<file path="src/shared/dfa_pkg.sv">
// Shared constants and types for the drive fault annunciator
`default_nettype none
package dfa_pkg;
    // Timebase: 125 MHz clock, lamp flash toggles every half second
    localparam int CLK_MHZ      = 125;
    localparam int HALF_SEC_MS  = 500;
    localparam int HALF_SEC_CYC = HALF_SEC_MS * CLK_MHZ * 1000;
    localparam int TICK_W       = 27;

    // Fault and restart bookkeeping widths
    localparam int NUM_FAULTS   = 9;
    localparam int NUM_AUTO     = 4;
    localparam int SLOT_W       = 2;
    localparam int CNT_W        = 4;
    localparam int SEC_W        = 8;

    // Display geometry: two rows of 32 characters, messages use the left 16
    localparam int ROW_CHARS    = 32;
    localparam int COL_W        = 5;
    localparam int MSG_CHARS    = 16;
    localparam logic [7:0] CHR_SPACE = 8'h20;
    localparam logic [7:0] CHR_ZERO  = 8'h30;
    localparam logic [7:0] DEC_HUND  = 8'h64;
    localparam logic [7:0] DEC_TEN   = 8'h0A;

    // Strap capture: sample after the synchroniser has filled
    localparam logic [1:0] STRAP_TAKE = 2'h2;
    localparam logic [1:0] STRAP_DONE = 2'h3;

    // Latched fault identity, F_NONE means healthy
    typedef enum logic [3:0] {
        F_OUTPUT_SHORT,
        F_OVER_TEMP,
        F_BUS_OVERVOLT,
        F_UNDER_CURRENT,
        F_SINGLE_PHASING,
        F_INTERNAL_SHORT,
        F_LOW_INPUT_VOLT,
        F_OVERCURRENT_OUT,
        F_DEFECTIVE_FAN,
        F_NONE
    } dfa_fault_e;

    // Lamp drive mode
    typedef enum logic [1:0] {
        LAMP_OFF,
        LAMP_ON,
        LAMP_FLASH
    } dfa_lamp_e;

    // Annunciator control states
    typedef enum logic [1:0] {
        ST_NORMAL,
        ST_HOLD,
        ST_PENDING,
        ST_LOCKED
    } dfa_state_e;
endpackage : dfa_pkg
`default_nettype wire

</file>
<file path="src/shared/dfa_lamp_if.sv">
// Link between the annunciator core and one lamp driver
`default_nettype none
interface dfa_lamp_if;
    dfa_pkg::dfa_lamp_e mode;
    logic               phase;
    logic               lit;

    modport drv (input mode, input phase, output lit);
    modport ctl (output mode, output phase, input lit);
endinterface : dfa_lamp_if
`default_nettype wire

</file>
<file path="src/dfa_top.sv">
// Drive fault annunciator: fault latch, lamp patterns, display text, restart control
//
// Overview of operation
// - Healthy run shows steady green only.
// - Each fault shown on three coloured lamps.
// - Keypad units also show fault text.
// - Power cycle clears any fault; off key clears restartable ones, keypad units only.
// - Power loss erases stored fault indication.
// - No keypad means no self restart.
// - Pending restart shows countdown of seconds.
// - Per-fault restart count and delay, default none.
// - Output short flashes green, red; power only.
// - Over temperature steady yellow; may auto restart.
// - Bus overvoltage flashes green, yellow; power only.
// - Undercurrent flashes yellow; may auto restart.
// - Single phasing steady yellow, green; power only.
// - Internal short steady green, flash red.
// - Low input flash red, steady yellow; restartable.
// - Output overcurrent flashes all lamps; restartable.
// - Defective fan steady red; power only.
// - Power-only faults keep drive off until cycled.
`default_nettype none
module dfa_top #(
    parameter int HALF_SEC_CYCLES = dfa_pkg::HALF_SEC_CYC
) (
    input  wire logic                            clock,
    input  wire logic                            arst_n,
    input  wire logic [dfa_pkg::NUM_FAULTS-1:0]  fault_hit,
    input  wire logic                            keypad_strap,
    input  wire logic                            off_key,
    input  wire logic                            cfg_wr,
    input  wire logic [dfa_pkg::SLOT_W-1:0]      cfg_slot,
    input  wire logic [dfa_pkg::CNT_W-1:0]       cfg_count,
    input  wire logic [dfa_pkg::SEC_W-1:0]       cfg_delay,
    input  wire logic                            disp_row,
    input  wire logic [dfa_pkg::COL_W-1:0]       disp_col,
    output logic      [7:0]                      disp_char,
    output logic                                 lamp_green,
    output logic                                 lamp_yellow,
    output logic                                 lamp_red,
    output logic                                 drive_run,
    output logic                                 restart_pending,
    output logic      [3:0]                      fault_code,
    output logic                                 keypad_fitted
);
    typedef struct packed {
        dfa_pkg::dfa_state_e                                 state;
        dfa_pkg::dfa_fault_e                                 code;
        logic [dfa_pkg::SEC_W-1:0]                           secs;
        logic [dfa_pkg::TICK_W-1:0]                          tick;
        logic                                                second_half;
        logic                                                flash;
        logic [dfa_pkg::NUM_FAULTS-1:0]                      hit_s1;
        logic [dfa_pkg::NUM_FAULTS-1:0]                      hit_s2;
        logic                                                key_s1;
        logic                                                key_s2;
        logic                                                key_s3;
        logic                                                strap_s1;
        logic                                                strap_s2;
        logic [1:0]                                          init_cnt;
        logic                                                fitted;
        logic [dfa_pkg::NUM_AUTO-1:0][dfa_pkg::CNT_W-1:0]    cfg_cnt;
        logic [dfa_pkg::NUM_AUTO-1:0][dfa_pkg::CNT_W-1:0]    rem;
        logic [dfa_pkg::NUM_AUTO-1:0][dfa_pkg::SEC_W-1:0]    cfg_dly;
        logic [7:0]                                          chr;
    } dfa_core_s;

    // Power-on state: healthy, no restarts programmed
    localparam dfa_core_s RESET_S = '{
        state   : dfa_pkg::ST_NORMAL,
        code    : dfa_pkg::F_NONE,
        chr     : dfa_pkg::CHR_SPACE,
        default : '0
    };

    dfa_core_s s_reg;
    dfa_core_s s_next;

    // Faults that only a power cycle may clear
    function automatic logic power_only(input dfa_pkg::dfa_fault_e f);
        unique case (f)
            dfa_pkg::F_OUTPUT_SHORT,
            dfa_pkg::F_BUS_OVERVOLT,
            dfa_pkg::F_SINGLE_PHASING,
            dfa_pkg::F_INTERNAL_SHORT,
            dfa_pkg::F_DEFECTIVE_FAN:   power_only = 1'b1;
            default:                    power_only = 1'b0;
        endcase
    endfunction : power_only

    // Restart slot of each restartable fault
    function automatic logic [dfa_pkg::SLOT_W-1:0] slot_of(input dfa_pkg::dfa_fault_e f);
        unique case (f)
            dfa_pkg::F_OVER_TEMP:       slot_of = 2'h0;
            dfa_pkg::F_UNDER_CURRENT:   slot_of = 2'h1;
            dfa_pkg::F_LOW_INPUT_VOLT:  slot_of = 2'h2;
            dfa_pkg::F_OVERCURRENT_OUT: slot_of = 2'h3;
            default:                    slot_of = 2'h0;
        endcase
    endfunction : slot_of

    // Lamp pattern as {green, yellow, red}
    function automatic logic [5:0] lamp_pattern(input dfa_pkg::dfa_fault_e f);
        unique case (f)
            dfa_pkg::F_OUTPUT_SHORT:    lamp_pattern = {dfa_pkg::LAMP_FLASH,
                dfa_pkg::LAMP_OFF, dfa_pkg::LAMP_FLASH};
            dfa_pkg::F_OVER_TEMP:       lamp_pattern = {dfa_pkg::LAMP_OFF,
                dfa_pkg::LAMP_ON, dfa_pkg::LAMP_OFF};
            dfa_pkg::F_BUS_OVERVOLT:    lamp_pattern = {dfa_pkg::LAMP_FLASH,
                dfa_pkg::LAMP_FLASH, dfa_pkg::LAMP_OFF};
            dfa_pkg::F_UNDER_CURRENT:   lamp_pattern = {dfa_pkg::LAMP_OFF,
                dfa_pkg::LAMP_FLASH, dfa_pkg::LAMP_OFF};
            dfa_pkg::F_SINGLE_PHASING:  lamp_pattern = {dfa_pkg::LAMP_ON,
                dfa_pkg::LAMP_ON, dfa_pkg::LAMP_OFF};
            dfa_pkg::F_INTERNAL_SHORT:  lamp_pattern = {dfa_pkg::LAMP_ON,
                dfa_pkg::LAMP_OFF, dfa_pkg::LAMP_FLASH};
            dfa_pkg::F_LOW_INPUT_VOLT:  lamp_pattern = {dfa_pkg::LAMP_OFF,
                dfa_pkg::LAMP_ON, dfa_pkg::LAMP_FLASH};
            dfa_pkg::F_OVERCURRENT_OUT: lamp_pattern = {dfa_pkg::LAMP_FLASH,
                dfa_pkg::LAMP_FLASH, dfa_pkg::LAMP_FLASH};
            dfa_pkg::F_DEFECTIVE_FAN:   lamp_pattern = {dfa_pkg::LAMP_OFF,
                dfa_pkg::LAMP_OFF, dfa_pkg::LAMP_ON};
            default:                    lamp_pattern = {dfa_pkg::LAMP_ON,
                dfa_pkg::LAMP_OFF, dfa_pkg::LAMP_OFF};
        endcase
    endfunction : lamp_pattern

    // Top row text for the latched fault
    function automatic logic [127:0] fault_text(input dfa_pkg::dfa_fault_e f);
        unique case (f)
            dfa_pkg::F_OUTPUT_SHORT:    fault_text = "OUTPUT FAULT    ";
            dfa_pkg::F_OVER_TEMP:       fault_text = "OVER TEMP       ";
            dfa_pkg::F_BUS_OVERVOLT:    fault_text = "BUS OVERVOLTAGE ";
            dfa_pkg::F_UNDER_CURRENT:   fault_text = "UNDER CURRENT   ";
            dfa_pkg::F_SINGLE_PHASING:  fault_text = "SINGLE PHASING  ";
            dfa_pkg::F_INTERNAL_SHORT:  fault_text = "INTERNAL SHORT  ";
            dfa_pkg::F_LOW_INPUT_VOLT:  fault_text = "LOW INPUT VOLT  ";
            dfa_pkg::F_OVERCURRENT_OUT: fault_text = "OVERCURRENT OUT ";
            dfa_pkg::F_DEFECTIVE_FAN:   fault_text = "DEFECTIVE FAN   ";
            default:                    fault_text = "SYSTEM NORMAL   ";
        endcase
    endfunction : fault_text

    // Pick one character of a 16 character string, leftmost first
    function automatic logic [7:0] pick_char(input logic [127:0] s, input logic [3:0] col);
        pick_char = s[{~col, 3'b000} +: 8];
    endfunction : pick_char

    dfa_pkg::dfa_fault_e           first_hit;
    logic                          half_tick;
    logic                          sec_tick;
    logic                          key_press;
    logic [dfa_pkg::SLOT_W-1:0]    slot;
    logic [127:0]                  row_text;
    logic [7:0]                    d_hund;
    logic [7:0]                    d_ten;
    logic [7:0]                    d_one;
    logic [5:0]                    pattern;

    // Next-state logic for the whole annunciator
    always_comb begin
        s_next    = s_reg;
        first_hit = dfa_pkg::F_NONE;
        row_text  = '0;
        d_hund    = '0;
        d_ten     = '0;
        d_one     = '0;

        // Pin synchronisers
        s_next.hit_s1   = fault_hit;
        s_next.hit_s2   = s_reg.hit_s1;
        s_next.key_s1   = off_key;
        s_next.key_s2   = s_reg.key_s1;
        s_next.key_s3   = s_reg.key_s2;
        s_next.strap_s1 = keypad_strap;
        s_next.strap_s2 = s_reg.strap_s1;

        // Catch the keypad strap once after reset release
        if (s_reg.init_cnt != dfa_pkg::STRAP_DONE) begin
            s_next.init_cnt = s_reg.init_cnt + 2'h1;
            if (s_reg.init_cnt == dfa_pkg::STRAP_TAKE) begin
                s_next.fitted = s_reg.strap_s2;
            end
        end

        // Half-second timebase for flashing and countdown
        half_tick = (s_reg.tick == dfa_pkg::TICK_W'(HALF_SEC_CYCLES - 1));
        sec_tick  = half_tick && s_reg.second_half;
        if (half_tick) begin
            s_next.tick        = '0;
            s_next.flash       = ~s_reg.flash;
            s_next.second_half = ~s_reg.second_half;
        end else begin
            s_next.tick = s_reg.tick + dfa_pkg::TICK_W'(1);
        end

        // Off key counts only when a keypad is fitted
        key_press = s_reg.fitted && s_reg.key_s2 && !s_reg.key_s3;

        // Lowest numbered active detector wins
        for (int i = dfa_pkg::NUM_FAULTS - 1; i >= 0; i--) begin
            if (s_reg.hit_s2[i]) begin
                first_hit = dfa_pkg::dfa_fault_e'(4'(i));
            end
        end
        slot = slot_of(first_hit);

        // Restart settings per fault, written from the keypad side
        if (cfg_wr) begin
            s_next.cfg_cnt[cfg_slot] = cfg_count;
            s_next.rem[cfg_slot]     = cfg_count;
            s_next.cfg_dly[cfg_slot] = cfg_delay;
        end

        // Fault latch and clearing
        unique case (s_reg.state)
            dfa_pkg::ST_NORMAL: begin
                if (first_hit != dfa_pkg::F_NONE) begin
                    s_next.code = first_hit;
                    if (power_only(first_hit) || !s_reg.fitted) begin
                        s_next.state = dfa_pkg::ST_LOCKED;
                    end else if (s_reg.rem[slot] != '0) begin
                        s_next.state     = dfa_pkg::ST_PENDING;
                        s_next.secs      = s_reg.cfg_dly[slot];
                        s_next.rem[slot] = s_reg.rem[slot] - dfa_pkg::CNT_W'(1);
                    end else begin
                        s_next.state = dfa_pkg::ST_HOLD;
                    end
                end
            end
            dfa_pkg::ST_HOLD: begin
                if (key_press) begin
                    s_next.state = dfa_pkg::ST_NORMAL;
                    s_next.code  = dfa_pkg::F_NONE;
                end
            end
            dfa_pkg::ST_PENDING: begin
                if (key_press) begin
                    s_next.state = dfa_pkg::ST_NORMAL;
                    s_next.code  = dfa_pkg::F_NONE;
                end else if (sec_tick) begin
                    if (s_reg.secs <= dfa_pkg::SEC_W'(1)) begin
                        s_next.state = dfa_pkg::ST_NORMAL;
                        s_next.code  = dfa_pkg::F_NONE;
                        s_next.secs  = '0;
                    end else begin
                        s_next.secs = s_reg.secs - dfa_pkg::SEC_W'(1);
                    end
                end
            end
            dfa_pkg::ST_LOCKED: begin
                s_next.state = dfa_pkg::ST_LOCKED;
            end
        endcase

        // Countdown digits for the bottom row
        d_hund = dfa_pkg::CHR_ZERO + (s_reg.secs / dfa_pkg::DEC_HUND);
        d_ten  = dfa_pkg::CHR_ZERO + ((s_reg.secs / dfa_pkg::DEC_TEN) % dfa_pkg::DEC_TEN);
        d_one  = dfa_pkg::CHR_ZERO + (s_reg.secs % dfa_pkg::DEC_TEN);

        // Character lookup for the display controller
        if (!disp_row) begin
            row_text = fault_text(s_reg.code);
        end else begin
            unique case (s_reg.state)
                dfa_pkg::ST_PENDING: row_text = {"RESTART IN ", d_hund, d_ten,
                                                 d_one, " S"};
                dfa_pkg::ST_HOLD:    row_text = "PRESS OFF KEY   ";
                dfa_pkg::ST_LOCKED:  row_text = "CYCLE POWER     ";
                default:             row_text = "                ";
            endcase
        end
        if (!s_reg.fitted || (disp_col >= dfa_pkg::COL_W'(dfa_pkg::MSG_CHARS))) begin
            s_next.chr = dfa_pkg::CHR_SPACE;
        end else begin
            s_next.chr = pick_char(row_text, disp_col[3:0]);
        end
    end

    // State register; reset stands for input power returning
    always_ff @(posedge clock or negedge arst_n) begin
        if (!arst_n) begin
            s_reg <= RESET_S;
        end else begin
            s_reg <= s_next;
        end
    end

    // Lamp drivers
    dfa_lamp_if green_if ();
    dfa_lamp_if yellow_if ();
    dfa_lamp_if red_if ();

    assign pattern          = lamp_pattern(s_reg.code);
    assign green_if.mode    = dfa_pkg::dfa_lamp_e'(pattern[5:4]);
    assign yellow_if.mode   = dfa_pkg::dfa_lamp_e'(pattern[3:2]);
    assign red_if.mode      = dfa_pkg::dfa_lamp_e'(pattern[1:0]);
    assign green_if.phase   = s_reg.flash;
    assign yellow_if.phase  = s_reg.flash;
    assign red_if.phase     = s_reg.flash;

    dfa_lamp u_green (
        .clock  (clock),
        .arst_n (arst_n),
        .lp     (green_if)
    );

    dfa_lamp u_yellow (
        .clock  (clock),
        .arst_n (arst_n),
        .lp     (yellow_if)
    );

    dfa_lamp u_red (
        .clock  (clock),
        .arst_n (arst_n),
        .lp     (red_if)
    );

    // Outputs
    assign lamp_green      = green_if.lit;
    assign lamp_yellow     = yellow_if.lit;
    assign lamp_red        = red_if.lit;
    assign disp_char       = s_reg.chr;
    assign drive_run       = (s_reg.state == dfa_pkg::ST_NORMAL);
    assign restart_pending = (s_reg.state == dfa_pkg::ST_PENDING);
    assign fault_code      = s_reg.code;
    assign keypad_fitted   = s_reg.fitted;
endmodule : dfa_top
`default_nettype wire

</file>
<file path="src/dfa_lamp.sv">
// One status lamp driver: off, steady or flashing
`default_nettype none
module dfa_lamp (
    input  wire logic clock,
    input  wire logic arst_n,
    dfa_lamp_if.drv   lp
);
    typedef struct packed {
        logic lit;
    } dfa_lamp_s;

    dfa_lamp_s s_reg;
    dfa_lamp_s s_next;

    // Steady modes ignore the phase, flash follows it
    always_comb begin
        s_next     = s_reg;
        s_next.lit = (lp.mode == dfa_pkg::LAMP_ON) ||
                     ((lp.mode == dfa_pkg::LAMP_FLASH) && lp.phase);
    end

    // Lamp dark during reset
    always_ff @(posedge clock or negedge arst_n) begin
        if (!arst_n) begin
            s_reg <= '0;
        end else begin
            s_reg <= s_next;
        end
    end

    assign lp.lit = s_reg.lit;
endmodule : dfa_lamp
`default_nettype wire

</file>
<file path="config.mk">
export PLATFORM = sky130hd
export DESIGN_NAME = dfa_top
export DESIGN_NICKNAME = d
export VERILOG_FILES = /design/src/shared/dfa_pkg.sv /design/src/shared/dfa_lamp_if.sv /design/src/dfa_top.sv /design/src/dfa_lamp.sv
export SDC_FILE = /design/constraint.sdc
export NUM_CORES = 1
export LEC_CHECK = 0
export ABC_AREA = 1
export BUFFER_PORTS_ARGS = -buffer_cell sky130_fd_sc_hd__buf_2
export CAP_MARGIN = 40
export CORE_MARGIN = 5
export CORE_UTILIZATION = 60
export CTS_CLUSTER_SIZE = 28
export DETAILED_ROUTE_END_ITERATION = 16
export GPL_ROUTABILITY_DRIVEN = 1
export GPL_TIMING_DRIVEN = 0
export PLACE_DENSITY = 0.78
export SETUP_SLACK_MARGIN = 0.1
export SKIP_LAST_GASP = 1
export SLEW_MARGIN = 20
export SYNTH_ARGS = -nofsm -noshare
export SYNTH_HDL_FRONTEND = slang
export SYNTH_SLANG_ARGS = --single-unit
</file>
<file path="constraint.sdc">
create_clock -name clock -period 6.4 [get_ports clock]
set_input_delay 0 -clock clock [delete_from_list [all_inputs] [get_ports clock]]
set_output_delay 0 -clock clock [all_outputs]
set_load 0.005 [all_outputs]
</file>
==> flow_summary.toml <==
[status]
status = "completed"

[route]
routed_wl_mm = 30.7
wl_per_cell_um = 20.5
drtIter0Drc = 1289
vias = 9552
drc_errors = 0
drtPass1Iterations = 7
viasPerCell = 6.38
ant_nets = 0

[synthesis]
synthMuxAreaShare_pct = 0.115
synth_compound_area_share_pct = 21.6
synth.net_count = 1270
synth-simple-area-share_pct = 25.8
synth_area_um2 = 8680
synth_cells = 1209
synth_xor_area_share_pct = 1.92
seq_area_frac_synth_pct = 37.0
synth.distinct_cells = 56
avgSynthCellArea_um2 = 7.18
synthAdderAreaFrac_pct = 3.89
yosysWarnings = 0
synth_edf_count = 0
ys_async_sr_fraction_pct = 100
ys.flop_type = "dfrtp_1"
ys_ff_latch = 128
synth_top_family_by_area = "simple AND/OR/NAND/NOR gates"

[setup_path]
cp.required_ns = 6.74
rr_worst_depth = 20
r2r-end = "s_reg[133]$_DFFE_PN0P_"
cp_top_family = "buffers and inverters"
crit_path_max_fanout = 10
slowest_delay_ns = 0.55
cp_cell_sequence = "nor2_1 > nand2_1 > nor2_1 > nand4_1 > inv_1 > nor2_1 > inv_1 > nand2_1 > a21oi_1 > clkbuf_1 > a221oi_1 > ha_1 > nand3_1 > inv_1 > nor2_1 > inv_1 > a21oi_1 > clkbuf_1 > o21ai_0 > o21ai_0"
worst-endpoint-arrival_ns = 4.67
worst-setup-path-type = "reg -> reg"
crit_path_end_kind = "register"
cp_slowest_cell = "clkbuf_1"
worstReg2RegStart = "s_reg[84]$_DFF_PN0_"
start_kind = "register"
critPathBufInv = 6
r2r_slack_ns = 2.07

[worst_hold_path]
min-delay-path-class = "in -> reg"
hold_depth = 5
hp-start = "cfg_count[2]"
worstHoldEndpoint = "s_reg[42]$_DFF_PN0_"

[timing]
finalCriticalPeriod_ns = 4.33
maxSlewHeadroom_pct = 49.0
post-route-period-util_pct = 67.6
max_freq_ghz = 0.231
tightestPinTransition_ns = 0.762
finClkSkew_ns = 0.0172
hold_viol_final = 0
drv_slew = 0
final-setup-viol-count = 0
rsz0062_at_grt = "no"
setup_tns_ns = 0

[floorplan]
dieArea_um2 = 17000
core_area_um2 = 14400
die_h_um = 130
die_width_um = 130
rows = 44
io_pins = 52
initial_core_util_pct = 60.4

[place]
portBuffers = 49
gp_congestion = 1.01
place_inst = 1443
dp_hpwl_mm = 20.6

[clock_network]
root_buffer = "clkbuf_16"
htreeDepth = 4
cts_buffers = 17
path_clk_slew_ns = 0.06
clock_sinks = 128
tritoncts = "built"
clock_path_buffers = 2
cts_setup_buffers = 0
clock_latency_ns = 0.44

[global_route]
grt_pass1_wl_mm = 48.2
antenna_found_initial = 0
grt_pass1_vias = 9144
grt_max_degree = 86
globalRoute.totalOverflow = 0
grtUsageTotal_pct = 36.8

[layout]
layout.nets = 1361
area_growth_pct = 15.3
antennaDiodeCount = 0
final_cells = 1497
drive_gt1_share_pct = 11.1

[run]
maxCapViolations = 0

[pwr]
powerDensity_nw_per_um2 = 434
vdd_ir_drop_max_v = 0.000264
power.leakage_nw = 4.81
-- worst reg2reg max path: stages, from the launching register on --
cell and delay (ns):
dfrtp_1 0.41, nor2_1 0.20, nand2_1 0.10, nor2_1 0.11
nand4_1 0.11, inv_1 0.09, nor2_1 0.05, inv_1 0.09
nand2_1 0.11, a21oi_1 0.32, clkbuf_1 0.55, a221oi_1 0.23
ha_1 0.27, nand3_1 0.14, inv_1 0.08, nor2_1 0.21
inv_1 0.10, a21oi_1 0.46, clkbuf_1 0.37, o21ai_0 0.15
o21ai_0 0.10
-- logic make-up after synthesis --
kind of cell	Yosys count
compound gates	325
xor+xnor	19
fa+ha+maj	27
buf+inv	207
flops	128
mux	1
simple gates	502
-- cell usage after synthesis (3+ instances only) --
master / n / area [um2]
nand2_1: 236 / 886
o21ai_0: 172 / 861
inv_1: 139 / 522
dfrtp_1: 125 / 3130
nor2_1: 120 / 450
a21oi_1: 69 / 345
nand3_1: 56 / 280
clkbuf_1: 38 / 143
nor3_1: 28 / 140
ha_1: 27 / 338
a22oi_1: 18 / 135
nand4_1: 14 / 87.6
nand2_2: 13 / 81.3
buf_4: 12 / 90.1
xor2_1: 12 / 105
nor4_1: 9 / 56.3
nand2_4: 7 / 78.8
nand3_2: 7 / 70.1
xnor2_1: 7 / 61.3
a221oi_1: 6 / 52.6
a31oi_1: 6 / 37.5
o21ai_1: 6 / 30.0
o221ai_1: 6 / 52.6
o31ai_1: 6 / 45.0
inv_2: 5 / 18.8
o2111ai_1: 5 / 43.8
o211ai_1: 5 / 37.5
a211oi_1: 4 / 30.0
clkinv_1: 4 / 15.0
o311ai_0: 4 / 35.0
buf_2: 3 / 15.0
dfstp_2: 3 / 78.8
-- timing repair --
| item | CTS | global route |
|---|---|---|
| hold endpoints to repair | 175 | 0 |
| gates resized for setup | 0 | 0 |
| hold buffers | 22 | 0 |
-- where the power goes --
part | switching [mW] | internal, mW
Combinational | 1.58 | 0.727
Sequential | 0.103 | 0.932
Clock | 0.407 | 0.591
Total | 2.09 | 2.25
-- final cells by class --
| class | instances | area [um2] |
|---|---|---|
| repair buffers | 72 | 499 |
| fillers | 1101 | 4370 |
| clock inverters | 13 | 153 |
| inverters | 150 | 568 |
| multi-input cells | 874 | 4620 |
| clock buffers | 19 | 443 |
| well taps | 184 | 230 |
| plain buffers | 57 | 278 |
| flip-flops and latches | 128 | 3210 |
-- cell usage in the layout (no fill, tap or decap), types with 3 or more instances in the layout --
master	n
nand2_1	236
o21ai_0	172
inv_1	139
dfrtp_1	125
nor2_1	120
a21oi_1	69
nand3_1	56
buf_2	51
clkbuf_1	39
nor3_1	28
ha_1	27
dlygate4sd3_1	22
a22oi_1	18
clkbuf_16	17
nand4_1	14
nand2_2	13
xor2_1	12
buf_4	12
nor4_1	9
nand3_2	7
nand2_4	7
xnor2_1	7
a221oi_1	6
o21ai_1	6
o221ai_1	6
a31oi_1	6
o31ai_1	6
inv_2	5
o211ai_1	5
o2111ai_1	5
clkinv_1	4
a211oi_1	4
o311ai_0	4
clkinv_4	4
buf_6	3
inv_6	3
dfstp_2	3
-- per-stage QoR --
step	hold slack, ns	setup slack [ns]	util (%)	area, um2	power (mW)
after detailed placement	-0.0395	2.26	63.9	9190	3.22
final	0.0306	2.07	69.6	10000	4.34
after floorplan	-0.296	2.80	-	8680	2.62
after global placement	0.108	2.38	63.7	9150	3.20
after global routing	0.0525	1.69	69.6	10000	4.59
after CTS	0.0132	2.20	69.6	10000	4.24
-- worst max-delay path by stage --
stage,endpoint,slack (ns),startpoint,cells after the start
after floorplan,disp_char[6]$_DFF_PN0_,2.80,s_reg[133]$_DFFE_PN0P_,33
after global placement,disp_char[6]$_DFF_PN0_,2.38,s_reg[133]$_DFFE_PN0P_,33
after detailed placement,disp_char[6]$_DFF_PN0_,2.26,s_reg[132]$_DFFE_PN0P_,32
after CTS,disp_char[6]$_DFF_PN0_,2.20,s_reg[132]$_DFFE_PN0P_,32
after global routing,s_reg[133]$_DFFE_PN0P_,1.69,s_reg[84]$_DFF_PN0_,20
final,s_reg[133]$_DFFE_PN0P_,2.07,s_reg[84]$_DFF_PN0_,20
-- per-layer routing --
metal	wire length (um)	part of all wire, %	GRT usage (%)
met3	3210	10	7.33
met4	2160	7.0	21.8
met5	0	0	0
met2	13800	45	57.3
met1	11500	37	47.6
Power figures use the tool's default switching activity.
